### src/include/acc_ops_pkg.sv
package acc_ops_pkg;
   // operation codes presented by the sequencer
   localparam logic [3:0] OP_LOAD_WIDE = 4'h0;
   localparam logic [3:0] OP_OUT_FULL = 4'h1;
   localparam logic [3:0] OP_OUT_BYTE = 4'h2;
   localparam logic [3:0] OP_OUT_HNIB = 4'h3;
   localparam logic [3:0] OP_OUT_LNIB = 4'h4;
   localparam logic [3:0] OP_OUT_WIDE = 4'h5;
   localparam logic [3:0] OP_CMP = 4'h6;
   localparam logic [3:0] OP_ADD = 4'h7;
   localparam logic [3:0] OP_SUB = 4'h8;
   localparam logic [3:0] OP_MUL = 4'h9;
   // kind of reference named by the instruction
   localparam logic [2:0] KIND_OUTPUT = 3'h0;
   localparam logic [2:0] KIND_IR = 3'h1;
   localparam logic [2:0] KIND_SR = 3'h2;
   localparam logic [2:0] KIND_DR = 3'h3;
   localparam logic [2:0] KIND_TC = 3'h4;
   localparam logic [2:0] KIND_HD_OUT = 3'h5;
   localparam logic [2:0] KIND_HD_IN = 3'h6;
   localparam logic [2:0] KIND_CONST = 3'h7;
   // coil and register numbers in the controller's reference space
   localparam logic [9:0] COIL_GT_NUM = 10'd772;
   localparam logic [9:0] COIL_LT_NUM = 10'd774;
   localparam logic [9:0] COIL_EQ_NUM = 10'd777;
   localparam logic [9:0] AUX_LO_NUM = 10'd576;
   localparam logic [9:0] AUX_HI_NUM = 10'd577;
   // write strobes, one per byte
   localparam logic [1:0] STRB_NONE = 2'h0;
   localparam logic [1:0] STRB_LOW = 2'h1;
   localparam logic [1:0] STRB_BOTH = 2'h3;
   // reset value and index of the last multiplier digit
   localparam logic [15:0] ACC_RST = 16'h0000;
   localparam logic [1:0] LAST_DIGIT = 2'h3;
   typedef enum logic [2:0] {
      ST_IDLE = 3'b001,
      ST_SHIFT = 3'b010,
      ST_ADD = 3'b100
   } state_e;
endpackage : acc_ops_pkg

### src/hdl/accumulator_data_ops.sv
`timescale 1ns/100ps
`default_nettype none
module accumulator_data_ops (
   input wire logic clk_sys_i,
   input wire logic sys_rst_i,
   input wire logic start_i,
   input wire logic [3:0] op_i,
   input wire logic [2:0] kind_i,
   input wire logic [15:0] operand_i,
   input wire logic [7:0] dest_byte_i,
   output logic [15:0] acc_o,
   output logic [15:0] aux_acc_o,
   output logic wr_en_o,
   output logic [15:0] wr_data_o,
   output logic [1:0] wr_strb_o,
   output logic coil_gt_o,
   output logic coil_lt_o,
   output logic coil_eq_o,
   output logic busy_o,
   output logic done_o,
   output logic err_o
);
   function automatic logic [32:0] bcd_add(input logic [31:0] a, input logic [31:0] b, input logic cin);
      logic [4:0] d;
      logic c;
      logic [31:0] s;
      c = cin;
      s = 32'h0;
      d = 5'h00;
      for (int i = 0; i < 8; i++) begin
         d = {1'b0, a[4*i+:4]} + {1'b0, b[4*i+:4]} + {4'h0, c};
         c = (d > 5'h09);
         s[4*i+:4] = c ? 4'(d + 5'h06) : d[3:0];
      end
      return {c, s};
   endfunction : bcd_add

   function automatic logic bcd_valid(input logic [15:0] x);
      logic v;
      v = 1'b1;
      for (int i = 0; i < 4; i++) begin
         if (x[4*i+:4] > 4'h9) begin
            v = 1'b0;
         end
      end
      return v;
   endfunction : bcd_valid

   function automatic logic [15:0] nines(input logic [15:0] x);
      logic [15:0] r;
      r = 16'h0;
      for (int i = 0; i < 4; i++) begin
         r[4*i+:4] = 4'h9 - x[4*i+:4];
      end
      return r;
   endfunction : nines

   acc_ops_pkg::state_e state;
   logic [15:0] acc;
   logic [15:0] mplier;
   logic [31:0] prod;
   logic [1:0] dig;
   logic [3:0] reps;

   wire take = start_i && (state == acc_ops_pkg::ST_IDLE);
   wire kind_small = (kind_i == acc_ops_pkg::KIND_OUTPUT) || (kind_i == acc_ops_pkg::KIND_IR) ||
                     (kind_i == acc_ops_pkg::KIND_SR) || (kind_i == acc_ops_pkg::KIND_DR);
   wire kind_full = kind_small || (kind_i == acc_ops_pkg::KIND_TC);
   wire kind_hd_in = (kind_i == acc_ops_pkg::KIND_HD_IN);
   wire kind_hd_out = (kind_i == acc_ops_pkg::KIND_HD_OUT);
   // a bad operand leaves the accumulator untouched rather than storing garbage digits
   wire bcd_ok = bcd_valid(acc) && bcd_valid(operand_i);
   wire [32:0] sum_w = bcd_add({16'h0000, acc}, {16'h0000, operand_i}, 1'b0);
   wire [32:0] diff_w = bcd_add({16'h0000, acc}, {16'h0000, nines(operand_i)}, 1'b1);
   wire [32:0] macc_w = bcd_add(prod, {16'h0000, acc}, 1'b0);
   wire sum_ovf = (sum_w[19:16] != 4'h0);
   // no carry into the fifth digit means the result went below zero
   wire diff_borrow = ~diff_w[16];
   wire [7:0] hnib_byte = {acc[3:0], dest_byte_i[3:0]};
   wire [7:0] lnib_byte = {dest_byte_i[7:4], acc[3:0]};

   assign acc_o = acc;

   always_ff @(posedge clk_sys_i or posedge sys_rst_i) begin
      if (sys_rst_i) begin
         state <= acc_ops_pkg::ST_IDLE;
         acc <= acc_ops_pkg::ACC_RST;
         aux_acc_o <= acc_ops_pkg::ACC_RST;
         mplier <= acc_ops_pkg::ACC_RST;
         prod <= 32'h0;
         dig <= 2'h0;
         reps <= 4'h0;
         wr_en_o <= 1'b0;
         wr_data_o <= 16'h0000;
         wr_strb_o <= acc_ops_pkg::STRB_NONE;
         coil_gt_o <= 1'b0;
         coil_lt_o <= 1'b0;
         coil_eq_o <= 1'b0;
         busy_o <= 1'b0;
         done_o <= 1'b0;
         err_o <= 1'b0;
      end else begin
         wr_en_o <= 1'b0;
         wr_strb_o <= acc_ops_pkg::STRB_NONE;
         done_o <= 1'b0;
         err_o <= 1'b0;
         unique case (state)
            acc_ops_pkg::ST_IDLE: begin
               if (take) begin
                  done_o <= (op_i != acc_ops_pkg::OP_MUL) || !bcd_ok;
                  unique case (op_i)
                     acc_ops_pkg::OP_LOAD_WIDE: begin
                        if (kind_hd_in) begin
                           acc <= operand_i;
                        end else begin
                           err_o <= 1'b1;
                        end
                     end
                     acc_ops_pkg::OP_OUT_FULL: begin
                        wr_en_o <= kind_full;
                        wr_strb_o <= kind_full ? acc_ops_pkg::STRB_BOTH : acc_ops_pkg::STRB_NONE;
                        wr_data_o <= acc;
                        err_o <= !kind_full;
                     end
                     acc_ops_pkg::OP_OUT_BYTE: begin
                        wr_en_o <= kind_small;
                        wr_strb_o <= kind_small ? acc_ops_pkg::STRB_LOW : acc_ops_pkg::STRB_NONE;
                        wr_data_o <= {8'h00, acc[7:0]};
                        err_o <= !kind_small;
                     end
                     acc_ops_pkg::OP_OUT_HNIB: begin
                        wr_en_o <= kind_small;
                        wr_strb_o <= kind_small ? acc_ops_pkg::STRB_LOW : acc_ops_pkg::STRB_NONE;
                        wr_data_o <= {8'h00, hnib_byte};
                        err_o <= !kind_small;
                     end
                     acc_ops_pkg::OP_OUT_LNIB: begin
                        wr_en_o <= kind_small;
                        wr_strb_o <= kind_small ? acc_ops_pkg::STRB_LOW : acc_ops_pkg::STRB_NONE;
                        wr_data_o <= {8'h00, lnib_byte};
                        err_o <= !kind_small;
                     end
                     acc_ops_pkg::OP_OUT_WIDE: begin
                        wr_en_o <= kind_hd_out;
                        wr_strb_o <= kind_hd_out ? acc_ops_pkg::STRB_BOTH : acc_ops_pkg::STRB_NONE;
                        wr_data_o <= acc;
                        err_o <= !kind_hd_out;
                     end
                     acc_ops_pkg::OP_CMP: begin
                        // packed BCD orders like binary, so one unsigned compare serves both
                        coil_gt_o <= (acc > operand_i);
                        coil_lt_o <= (acc < operand_i);
                        coil_eq_o <= (acc == operand_i);
                     end
                     acc_ops_pkg::OP_ADD: begin
                        if (bcd_ok) begin
                           acc <= sum_w[15:0];
                        end
                        err_o <= !bcd_ok || sum_ovf;
                     end
                     acc_ops_pkg::OP_SUB: begin
                        if (bcd_ok) begin
                           acc <= diff_w[15:0];
                        end
                        err_o <= !bcd_ok || diff_borrow;
                     end
                     acc_ops_pkg::OP_MUL: begin
                        if (bcd_ok) begin
                           mplier <= operand_i;
                           prod <= 32'h0;
                           dig <= 2'h0;
                           busy_o <= 1'b1;
                           state <= acc_ops_pkg::ST_SHIFT;
                        end else begin
                           err_o <= 1'b1;
                        end
                     end
                     default: begin
                        err_o <= 1'b1;
                     end
                  endcase
               end
            end
            acc_ops_pkg::ST_SHIFT: begin
               // one decimal shift per multiplier digit, most significant first
               prod <= {prod[27:0], 4'h0};
               reps <= mplier[15:12];
               mplier <= {mplier[11:0], 4'h0};
               state <= acc_ops_pkg::ST_ADD;
            end
            acc_ops_pkg::ST_ADD: begin
               if (reps != 4'h0) begin
                  prod <= macc_w[31:0];
                  reps <= 4'(reps - 4'h1);
               end else if (dig == acc_ops_pkg::LAST_DIGIT) begin
                  acc <= prod[15:0];
                  aux_acc_o <= prod[31:16];
                  busy_o <= 1'b0;
                  done_o <= 1'b1;
                  state <= acc_ops_pkg::ST_IDLE;
               end else begin
                  dig <= 2'(dig + 2'h1);
                  state <= acc_ops_pkg::ST_SHIFT;
               end
            end
         endcase
      end
   end
endmodule : accumulator_data_ops
`default_nettype wire

### config.mk
export PLATFORM = sky130hd
export DESIGN_NAME = accumulator_data_ops
export DESIGN_NICKNAME = d
export VERILOG_FILES = /design/src/include/acc_ops_pkg.sv /design/src/hdl/accumulator_data_ops.sv
export SDC_FILE = /design/constraint.sdc
export NUM_CORES = 1
export LEC_CHECK = 0
export BUFFER_PORTS_ARGS = -buffer_cell sky130_fd_sc_hd__buf_2
export CAP_MARGIN = 25
export CELL_PAD_IN_SITES_DETAIL_PLACEMENT = 1
export CELL_PAD_IN_SITES_GLOBAL_PLACEMENT = 1
export CORE_ASPECT_RATIO = 1.25
export CORE_MARGIN = 3
export CORE_UTILIZATION = 34
export DETAILED_ROUTE_END_ITERATION = 8
export PLACE_DENSITY = 0.71
export SYNTH_ARGS = -nofsm -noshare
export SYNTH_HDL_FRONTEND = slang
export SYNTH_SLANG_ARGS = --single-unit
### constraint.sdc
create_clock -name clk_sys_i -period 22.1 [get_ports clk_sys_i]
set_clock_uncertainty 0.15 [all_clocks]
set_input_delay 2.21 -clock clk_sys_i [delete_from_list [all_inputs] [get_ports clk_sys_i]]
set_output_delay 2.21 -clock clk_sys_i [all_outputs]
set_load 0.005 [all_outputs]
# Word level (Yosys, flattened, before mapping)

Cells that the tools add are included.

Add/subtract/negate cells: 50
Magnitude comparators: 28
Equal/unequal tests: 32
Multiplexer cells: 82
Bitwise gates (word level): 2
Reduce and logical (&&, ||, !) cells: 33

Operator list:

| kind                | count |
|---|---|
| $mux 16             | 9 |
| $mux 32             | 4 |
| $pmux 32 s3         | 1 |
| $gt 5x4->1 const B  | 16 |
| $mux 4              | 18 |
| $add 4x3->4 const B | 16 |
| $pmux 16 s2         | 2 |
| $pmux 16 s4         | 1 |
| $add 4x4->5         | 12 |
| $pmux 16 s3         | 1 |
| $add 5x1->5         | 9 |
| $gt 4x4->1 const B  | 8 |
| $mux 1              | 24 |
| $add 4x1->5         | 4 |
| $mux 2              | 10 |
| $eq 16x16->1        | 1 |
| $eq 4x3->1 const B  | 4 |
| $gt 16x16->1        | 1 |
| $lt 16x16->1        | 1 |
| $sub 4x4->4 const A | 4 |
| $eq 3x3->1 const B  | 4 |
| $mux 3              | 4 |
| $ne 2x2->1 const B  | 6 |
| $reduce_and 4->1    | 3 |
| other kinds (37)    | 64 |

Register bits: 114
Input port bits: 34
Word-level logic and storage cells: 243

# Longest topological paths before layout

Gate-level depths: netlist of the first run.

Depth after elaboration: 19
Depth in mapped cells: 58
Depth with buffers taken out: 58

# Worst setup path before layout of the first run

No wires, ideal clock.

Kind: register to register
Start: reg acc[1] (netlist: acc_o[1])
End: reg prod[30]
Data arrival time: 10526 ps
Data required time: 21813 ps
Slack: 11288 ps
Stages on the path, launching flop included: 55
Clock period less this slack: 10812 ps
Path through: dfrtp_1 > inv_1 > fa_1 > xor2_1 > nand2_1 > a21oi_1 > fa_1 > inv_1 > fa_1 > xnor2_1 > and2_1 > nor2_1 > a211oi_2 > fa_1 > inv_1 > fa_1 > xnor2_1 > and2_1 > (+19 left out) > a21boi_0 > o22ai_1 > a21oi_1 > ha_1 > ha_1 > inv_1 > a21oi_1 > o21a_1 > ha_1 > xnor2_1 > ha_1 > nand2b_1 > nand2_1 > nand2_1 > o211ai_1 > o21ai_0 > a22oi_1 > o21ai_0

Cells in the longest elaborated chain, start to end: 19

Ends and longest elaborated chain:

| item                                             | RTL line                                               | text |
|---|---|---|
| from (decl)                                      | accumulator_data_ops.sv:59                             | `logic [15:0] acc;` |
| from (signal assigned)                           | accumulator_data_ops.sv:87                             | `acc <= acc_ops_pkg::ACC_RST;` |
| from (signal assigned)                           | accumulator_data_ops.sv:114                            | `acc <= operand_i;` |
| from (signal assigned)                           | accumulator_data_ops.sv:157                            | `acc <= sum_w[15:0];` |
| $add 4x4->5                                      | accumulator_data_ops.sv:31                             | `d = {1'b0, a[4*i+:4]} + {1'b0, b[4*i+:4]} + {4'h0, c};` |
| $gt 5x4->1                                       | accumulator_data_ops.sv:32                             | `c = (d > 5'h09);` |
| $add 5x1->5                                      | accumulator_data_ops.sv:31                             |  |
| $gt 5x4->1                                       | accumulator_data_ops.sv:32                             |  |
| $add 5x1->5                                      | accumulator_data_ops.sv:31                             |  |
| $gt 5x4->1                                       | accumulator_data_ops.sv:32                             |  |
| $add 5x1->5                                      | accumulator_data_ops.sv:31                             |  |
| $gt 5x4->1                                       | accumulator_data_ops.sv:32                             |  |
| (+3 left out)                                    | n/a                                                    |  |
| $gt 5x4->1                                       | accumulator_data_ops.sv:32                             |  |
| $add 4x1->5                                      | accumulator_data_ops.sv:31                             |  |
| $gt 5x4->1                                       | accumulator_data_ops.sv:32                             |  |
| $add 4x1->5                                      | accumulator_data_ops.sv:31                             |  |
| $add 4x3->4 / $gt 5x4->1 (equally long branches) | accumulator_data_ops.sv:33, accumulator_data_ops.sv:32 |  |
| $mux 4                                           | accumulator_data_ops.sv:33                             | `s[4*i+:4] = c ? 4'(d + 5'h06) : d[3:0];` |
| $mux 32                                          | accumulator_data_ops.sv:192                            | `if (reps != 4'h0) begin` |
| $pmux 32 s3                                      | accumulator_data_ops.sv:107                            | `unique case (state)` |
| to (signal assigned)                             | accumulator_data_ops.sv:186                            | `prod <= {prod[27:0], 4'h0};` |
| to (signal assigned)                             | accumulator_data_ops.sv:193                            | `prod <= macc_w[31:0];` |
| to (decl)                                        | accumulator_data_ops.sv:61                             | `logic [31:0] prod;` |

Several ways; a longest one is shown, not always the timed one. The select of a mux whose other input is x is not followed.
A chain may end at the register's enable or synchronous reset.

# Worst setup path after layout of the first run

Ends and elaborated chain as after synthesis.

==> results of run 1 <==
-- metrics by stage --
| stage | util (%) | hold WS (ps) | setup WS [ps] |
|---|---|---|---|
| finish | 39.7 | 327 | 9800 |
| global route | 39.7 | 353 | 8650 |
| CTS | 39.6 | 331 | 9830 |
| detailed placement | 37.4 | 318 | 9830 |
| global placement | 37.4 | 301 | 10500 |
| floorplan | - | 295 | 11290 |
-- state kept, by name, summed over array words and instances (netlist names), 3 cells and up --
| signal | cells |
|---|---|
| acc_o | 16 |
| aux_acc_o | 16 |
| mplier | 16 |
| prod | 32 |
| reps | 4 |
| state | 3 |
| wr_data_o | 16 |
-- power by group --
group	total [W]	internal, W	switching [W]
sequential	0.000320	0.000255	0.0000648
combinational	0.000730	0.000293	0.000436
clock	0.000287	0.000181	0.000106
-- how the worst min path moves through the flow --
stage | depth (start not counted) | from | to | slack, ps
6_report | 2 | wr_data_o[12] | wr_data_o[12] | 330
5_1_grt | 2 | wr_data_o[8] | wr_data_o[8] | 350
4_1_cts | 2 | mplier[2] | mplier[2] | 330
2_1_floorplan | 2 | mplier[14] | mplier[14] | 290
3_3_place_gp | 2 | wr_data_o[10] | wr_data_o[10] | 300
3_5_place_dp | 2 | mplier[2] | mplier[2] | 320
-- area by class of cell --
class	count	area share (%)
Inverter	62	2.20
Multi-Input combinational cell	835	56.6
Clock inverter	12	1.49
Timing Repair Buffer	99	4.92
Clock buffer	20	4.19
Sequential cell	113	26.5
Tap cell	345	4.04
-- per-layer routing --
layer | wire, microns | vias to the layer above | GRT usage, %
met2 | 14600 | 173 | 35.3
met5 | 13 | - | 0
li1 | - | 3936 | -
met1 | 12800 | 4165 | 25.4
met4 | 720 | 2 | 6.63
met3 | 938 | 40 | 3.13
-- synthesized netlist by cell type (15+ instances only) --
master	n
o21ai_0	83
mux2i_1	16
mux2_2	24
nand3_1	24
ha_1	87
nor2_1	74
inv_1	62
a21oi_1	63
nand2_1	121
fa_1	22
nor3_1	15
nand2b_1	22
a22oi_1	25
clkbuf_1	28
dfrtp_1	112
xnor2_1	30
a21o_1	15
nor2b_1	16
-- layout by cell type (no fill, tap or decap), types with 16 or more instances in the layout --
cell type  Yosys  routed
nor2_1        74      73
mux2i_1       16      16
buf_2         14      90
nand2b_1      22      22
clkbuf_16      0      17
o21ai_0       83      83
dfrtp_1      112     112
inv_1         62      61
xnor2_1       30      30
ha_1          87      87
fa_1          22      22
a22oi_1       25      25
a21oi_1       63      63
mux2_2        24      24
nand3_1       24      24
nand2_1      121     121
nor2b_1       16      16
-- kinds of logic (layout without fill, tap and decap cells) --
group | count (synthesis) | after routing | share of synthesized area, %
and+or+nand+nor | 328 | 328 | 17.1
AOI/OAI and AO/OA | 314 | 314 | 22.3
DFF | 113 | 113 | 30.4
buffers and inverters | 112 | 193 | 4.95
adders and majority gates | 109 | 109 | 16.4
xor gates and xnor gates | 44 | 44 | 4.14
muxes | 40 | 40 | 4.63
-- worst min-delay path, stage by stage, from the launching register on --
cell and delay, ps:
dfrtp_1 340, nand2_1 50, nand2_1 50
==> flow_metrics.py, run 1 <==
metrics = {
    "status": {
        "status": "complete, no violations",
    },
    "synthesis": {
        "ys_seq_area_share_pct": 30.4,
        "syn_inst": 1060,
        "avgSynthCellArea_sq_um": 8.78,
        "synth_top_flop_cell": "dfrtp_1",
        "synth-edff-count": 0,
        "synth-warning-count": 0,
        "yosys.area.top_type": "dfrtp_1",
        "ys_top_cells_by_area": "dfrtp_1, ha_1, nand2_1",
        "netlist.area_leader.share_pct": 30.1,
        "syn_area_sq_mm": 0.00931,
        "synth-seq-cells": 113,
        "syn_nets": 1203,
        "synth.distinct_cells": 76,
        "async_flop_share_pct": 100,
    },
    "placed_design": {
        "gp_congestion": 0.875,
        "placed_area_sq_mm": 0.0101,
        "dp_cells": 1453,
        "hpwl_microns": 21600,
        "port_buffers": 90,
    },
    "routing": {
        "ant_nets": 0,
        "drt_wl_total_microns": 29100,
        "via_per_inst": 5.60,
        "vias": 8316,
        "firstDrtPassIters": 4,
        "drtIter0Drc": 299,
        "drc": 0,
        "routedWlPerCell_microns": 19.6,
    },
    "worst_setup_path": {
        "endpoint": "prod[30]",
        "crit_path_start_kind": "flop",
        "worstPathArrival_ps": 12430,
        "path_max_fanout": 9,
        "r2r_start": "acc_o[1]",
        "crit_type": "flop to flop",
        "critPathMostFrequentCell": "ha_1",
        "r2r_slack_ps": 9800,
        "critPathLaunch": "acc_o[1]",
        "crit_buf_inv": 6,
        "r2r_cells": 55,
        "slowest_delay_ps": 520,
        "cp.required_ps": 22230,
        "worst_setup_path_end_kind": "flop",
        "crit_family": "adder cells",
        "cp.depth": 55,
        "cp_slowest_cell": "dfrtp_1",
        "rr_endpoint": "prod[30]",
    },
    "grt": {
        "grt_usage_pct": 20.2,
        "antenna_found_initial": 1,
        "grt_max_degree": 63,
        "grt_pass1_vias": 8775,
        "grt_overflow": 0,
        "grt_pass1_wl_microns": 47800,
    },
    "timing": {
        "tns_ps": 0,
        "hold_viol": 0,
        "rsz0062_at_grt": "false",
        "max-slew-margin-rel_pct": 35.2,
        "fmax_mhz": 81.3,
        "tightest_slew_ps": 972,
        "period_share_pct": 55.6,
        "min_period_ps": 12300,
        "report.final.slew_viol_count": 0,
        "finalSetupViolations": 0,
    },
    "final_layout": {
        "layoutNonFillerInstCount": 1486,
        "diodes": 0,
        "multiInputGateArea_sq_mm": 0.00605,
        "fillers": 3207,
        "fin_area_sq_mm": 0.0107,
        "seqCellArea_sq_mm": 0.00283,
        "area_growth_pct": 14.7,
        "nets": 1271,
        "drive_above_1_share_pct": 15.7,
    },
    "clock_network": {
        "cts_hold_buf": 0,
        "cts_root_buf": "clkbuf_16",
        "cts_resized": 0,
        "cts_tree": "built",
        "clk_path_buf_depth": 2,
        "clkSinkCount": 113,
        "cts.clk_slew.worst_paths_ps": 60,
        "numCtsBuffers": 17,
        "clk_latency_ps": 420,
        "post_cts_buffers": 0,
        "htreeDepth": 4,
    },
    "power": {
        "power_density_mw_per_mm2": 125,
        "power.leakage_nw": 5.02,
        "power_w": 0.00134,
        "ir_drop_uv": 57.5,
    },
    "job": {
        "cap_violations": 0,
    },
    "die": {
        "die_w_microns": 154,
        "num_rows": 67,
        "die_h_microns": 191,
        "fp.coreArea_sq_mm": 0.0269,
        "io_pins": 91,
        "die_area_sq_mm": 0.0294,
        "floorplan.initialDensity_pct": 34.6,
    },
    "min_path": {
        "hold_class": "flop to flop",
    },
}
(Power assumes the default switching activity.)
==> inputs of run 2 (changes only) <==
--- a/config.mk
+++ b/config.mk
@@ -5,6 +5,7 @@
 export SDC_FILE = /design/constraint.sdc
 export NUM_CORES = 1
 export LEC_CHECK = 0
+export ABC_AREA = 1
 export BUFFER_PORTS_ARGS = -buffer_cell sky130_fd_sc_hd__buf_2
 export CAP_MARGIN = 25
 export CELL_PAD_IN_SITES_DETAIL_PLACEMENT = 1
@@ -13,7 +14,7 @@
 export CORE_MARGIN = 3
 export CORE_UTILIZATION = 34
 export DETAILED_ROUTE_END_ITERATION = 8
-export PLACE_DENSITY = 0.71
+export PLACE_DENSITY = 0.76
 export SYNTH_ARGS = -nofsm -noshare
 export SYNTH_HDL_FRONTEND = slang
 export SYNTH_SLANG_ARGS = --single-unit
==> constraint.sdc (replaced) <==
create_clock -name clk_sys_i -period 10.7 [get_ports clk_sys_i]
set_clock_uncertainty 0.15 [all_clocks]
set_input_delay 1.07 -clock clk_sys_i [delete_from_list [all_inputs] [get_ports clk_sys_i]]
set_output_delay 1.07 -clock clk_sys_i [all_outputs]
set_load 0.005 [all_outputs]
==> run 2 against run 1 <==
Effect of this change:
- sequential cell count unchanged
- via count up 10%
- combinational power up 120%
- die area up 0.40%
- worst setup slack worse by 9100 ps
- global-route usage up 0.93 points
- sequential share of layout area down 0.68 points
- worst hold slack better by 0.51 ps
- synthesized cell count up 25%
- critical path depth unchanged
- critical path type unchanged
- largest cell class unchanged
- largest power group unchanged
==> flow_metrics.py, run 2 <==
metrics = {
    "final_layout": {
        "top_register": "prod",
        "mostFrequentLayoutCells": "nand2_1, inv_1, nand3_1, dfrtp_1, nor2_1",
        "largest_reg_flops": 32,
        "layout_commonest_cell": "nand2_1",
        "multiInputGateArea_sq_mm": 0.00577,
        "diodes": 0,
        "area_growth_pct": 17.4,
        "fillers": 3394,
        "nets": 1555,
        "drive_above_1_share_pct": 13.8,
        "layoutNonFillerInstCount": 1770,
        "seqCellArea_sq_mm": 0.00283,
    },
    "die": {
        "floorplan.initialDensity_pct": 34.7,
        "die_h_microns": 191,
        "num_rows": 67,
        "die_w_microns": 154,
        "fp.coreArea_sq_mm": 0.0269,
        "die_area_sq_mm": 0.0295,
        "io_pins": 91,
    },
    "grt": {
        "grt_overflow": 0,
        "grt_pass1_wl_microns": 50200,
        "grt_pass1_vias": 9866,
        "grt_max_degree": 75,
        "antenna_found_initial": 0,
        "grt_usage_pct": 21.1,
    },
    "synthesis": {
        "yosys.area.top_type": "dfrtp_1",
        "netlist.area_leader.share_pct": 30.0,
        "synth.most_common_cell": "nand2_1",
        "synth.distinct_cells": 43,
        "ys_seq_area_share_pct": 30.3,
        "ys_top_cells_by_count": "nand2_1, inv_1, nand3_1",
        "syn_nets": 1464,
        "ys_top_cells_by_area": "dfrtp_1, nand2_1, ha_1",
        "synth-warning-count": 0,
        "syn_inst": 1321,
        "synth_top_flop_cell": "dfrtp_1",
        "avgSynthCellArea_sq_um": 7.07,
        "synth-seq-cells": 113,
        "async_flop_share_pct": 100,
        "syn_area_sq_mm": 0.00934,
        "synth-edff-count": 0,
    },
    "timing": {
        "tightest_slew_ps": 1010,
        "finalSetupViolations": 0,
        "fmax_mhz": 99.9,
        "hold_slack_ps": 327,
        "tns_ps": 0,
        "report.final.slew_viol_count": 0,
        "max-slew-margin-rel_pct": 32.6,
        "min_period_ps": 10010,
        "final.setup.worst_slack_ps": 695,
        "period_share_pct": 93.5,
        "hold_viol": 0,
    },
    "worst_setup_path": {
        "critPathMostFrequentCell": "nand2_1",
        "worst_setup_path_end_kind": "flop",
        "worstPathArrival_ps": 10130,
        "crit_buf_inv": 9,
        "crit_path_start_kind": "flop",
        "cp_slowest_cell": "fa_2",
        "crit_family": "adder cells",
        "cp.required_ps": 10830,
        "slowest_delay_ps": 560,
        "path_max_fanout": 6,
        "crit_type": "flop to flop",
    },
    "job": {
        "cap_violations": 0,
    },
    "placed_design": {
        "gp_congestion": 0.870,
        "dp_cells": 1727,
        "port_buffers": 90,
        "pre_cts_slack_ps": -112,
        "hpwl_microns": 22900,
    },
    "routing": {
        "drtIter0Drc": 337,
        "via_per_inst": 5.18,
        "routedWlPerCell_microns": 17.3,
        "vias": 9164,
        "ant_nets": 0,
        "drc": 0,
        "firstDrtPassIters": 4,
        "drt_wl_total_microns": 30600,
    },
    "status": {
        "status": "complete, no violations",
    },
    "min_path": {
        "hold_class": "flop to flop",
    },
    "power": {
        "power.leakage_nw": 5.79,
        "ir_drop_uv": 131,
        "power_density_mw_per_mm2": 258,
    },
    "clock_network": {
        "cts_root_buf": "clkbuf_16",
        "clk_latency_ps": 430,
        "numCtsBuffers": 17,
        "cts.clk_slew.worst_paths_ps": 60,
        "htreeDepth": 4,
        "cts_tree": "built",
        "clk_path_buf_depth": 2,
        "cts_hold_buf": 0,
        "clkSinkCount": 113,
    },
}
-- run 2: cell types whose count changed in the layout (fill, tap and decap cells not counted), sizes merged, moves of 23 or more --
| cell | delta |
|---|---|
| nand2 | +255 |
| inv | +118 |
| nand3 | +94 |
| o21ai | +35 |
| mux2 | -24 |
| xnor2 | -24 |
| a22oi | -23 |
| nor2 | +23 |
-- run 2: logic make-up after synthesis --
| kind of cell | Yosys count | share of synthesized area [%] |
|---|---|---|
| and+or+nand+nor | 615 | 27.6 |
| AOI/OAI and AO/OA | 245 | 14.5 |
| buffers and inverters | 216 | 9.16 |
| DFF | 113 | 30.3 |
| adders and majority gates | 109 | 16.4 |
| xor gates and xnor gates | 23 | 2.16 |
-- run 2: where the power goes --
part	leakage, nW	internal, W	switching, W	total (W)
Clock	0.304	0.000408	0.000217	0.000626
Combinational	4.11	0.000614	0.000988	0.00160
Sequential	1.37	0.000496	0.000102	0.000599
Total	5.79	0.00152	0.00131	0.00283
-- run 2: path summary, 6_finish.rpt --
path / start / endpoint / slack [ps] / cells after the start
setup reg to reg: acc_o[0] / prod[31] / 690 / 55
setup / recovery: acc_o[0] / prod[31] / 690 / 55
min in group asynchronous: sys_rst_i / aux_acc_o[13] / 550 / 2
max in group asynchronous: sys_rst_i / wr_data_o[11] / 8710 / 4
hold / removal: aux_acc_o[13] / aux_acc_o[13] / 330 / 2
hold reg to reg: aux_acc_o[13] / aux_acc_o[13] / 330 / 2
-- run 2: layer usage --
metal / global-route usage, % / vias up / part of all wire (%)
met2: 39.2 / 130 / 52
met1: 24.2 / 4512 / 41
li1: - / 4467 / -
met4: 8.32 / 0 / 3.4
met5: 0 / - / 0
met3: 2.99 / 55 / 2.7
-- run 2: final cells by class --
type	count	area share (%)
flip-flops and latches	113	25.8
multi-input cells	992	52.6
well taps	345	3.94
clock buffers	20	4.26
clock inverters	12	1.65
repair buffers	105	5.43
inverters	183	6.32
-- run 2: through the flow --
stage / instance area (sq um) / utilization, % / total power [W]
after floorplan: 9340 / - / 0.00167
after global placement: 10100 / 37.5 / 0.00201
after detailed placement: 10100 / 37.6 / 0.00207
after CTS: 10800 / 40.1 / 0.00274
after global routing: 11000 / 40.8 / 0.00310
final: 11000 / 40.8 / 0.00283
-- run 2: repair_timing --
action,4_1_cts,5_1_grt
setup endpoints to repair,3,3
setup buffers,1,9
gates resized for setup,3,27
pin swaps,1,9
gates cloned,0,0
-- run 2: worst register-to-register path: cells and delay by family (launching register included) --
kind / cells / cell delay (ps)
fa+ha+maj: 16 / 5010
simple gates: 20 / 1900
compound gates: 8 / 1190
buf+inv: 9 / 830
flops: 1 / 440
xor+xnor: 2 / 350
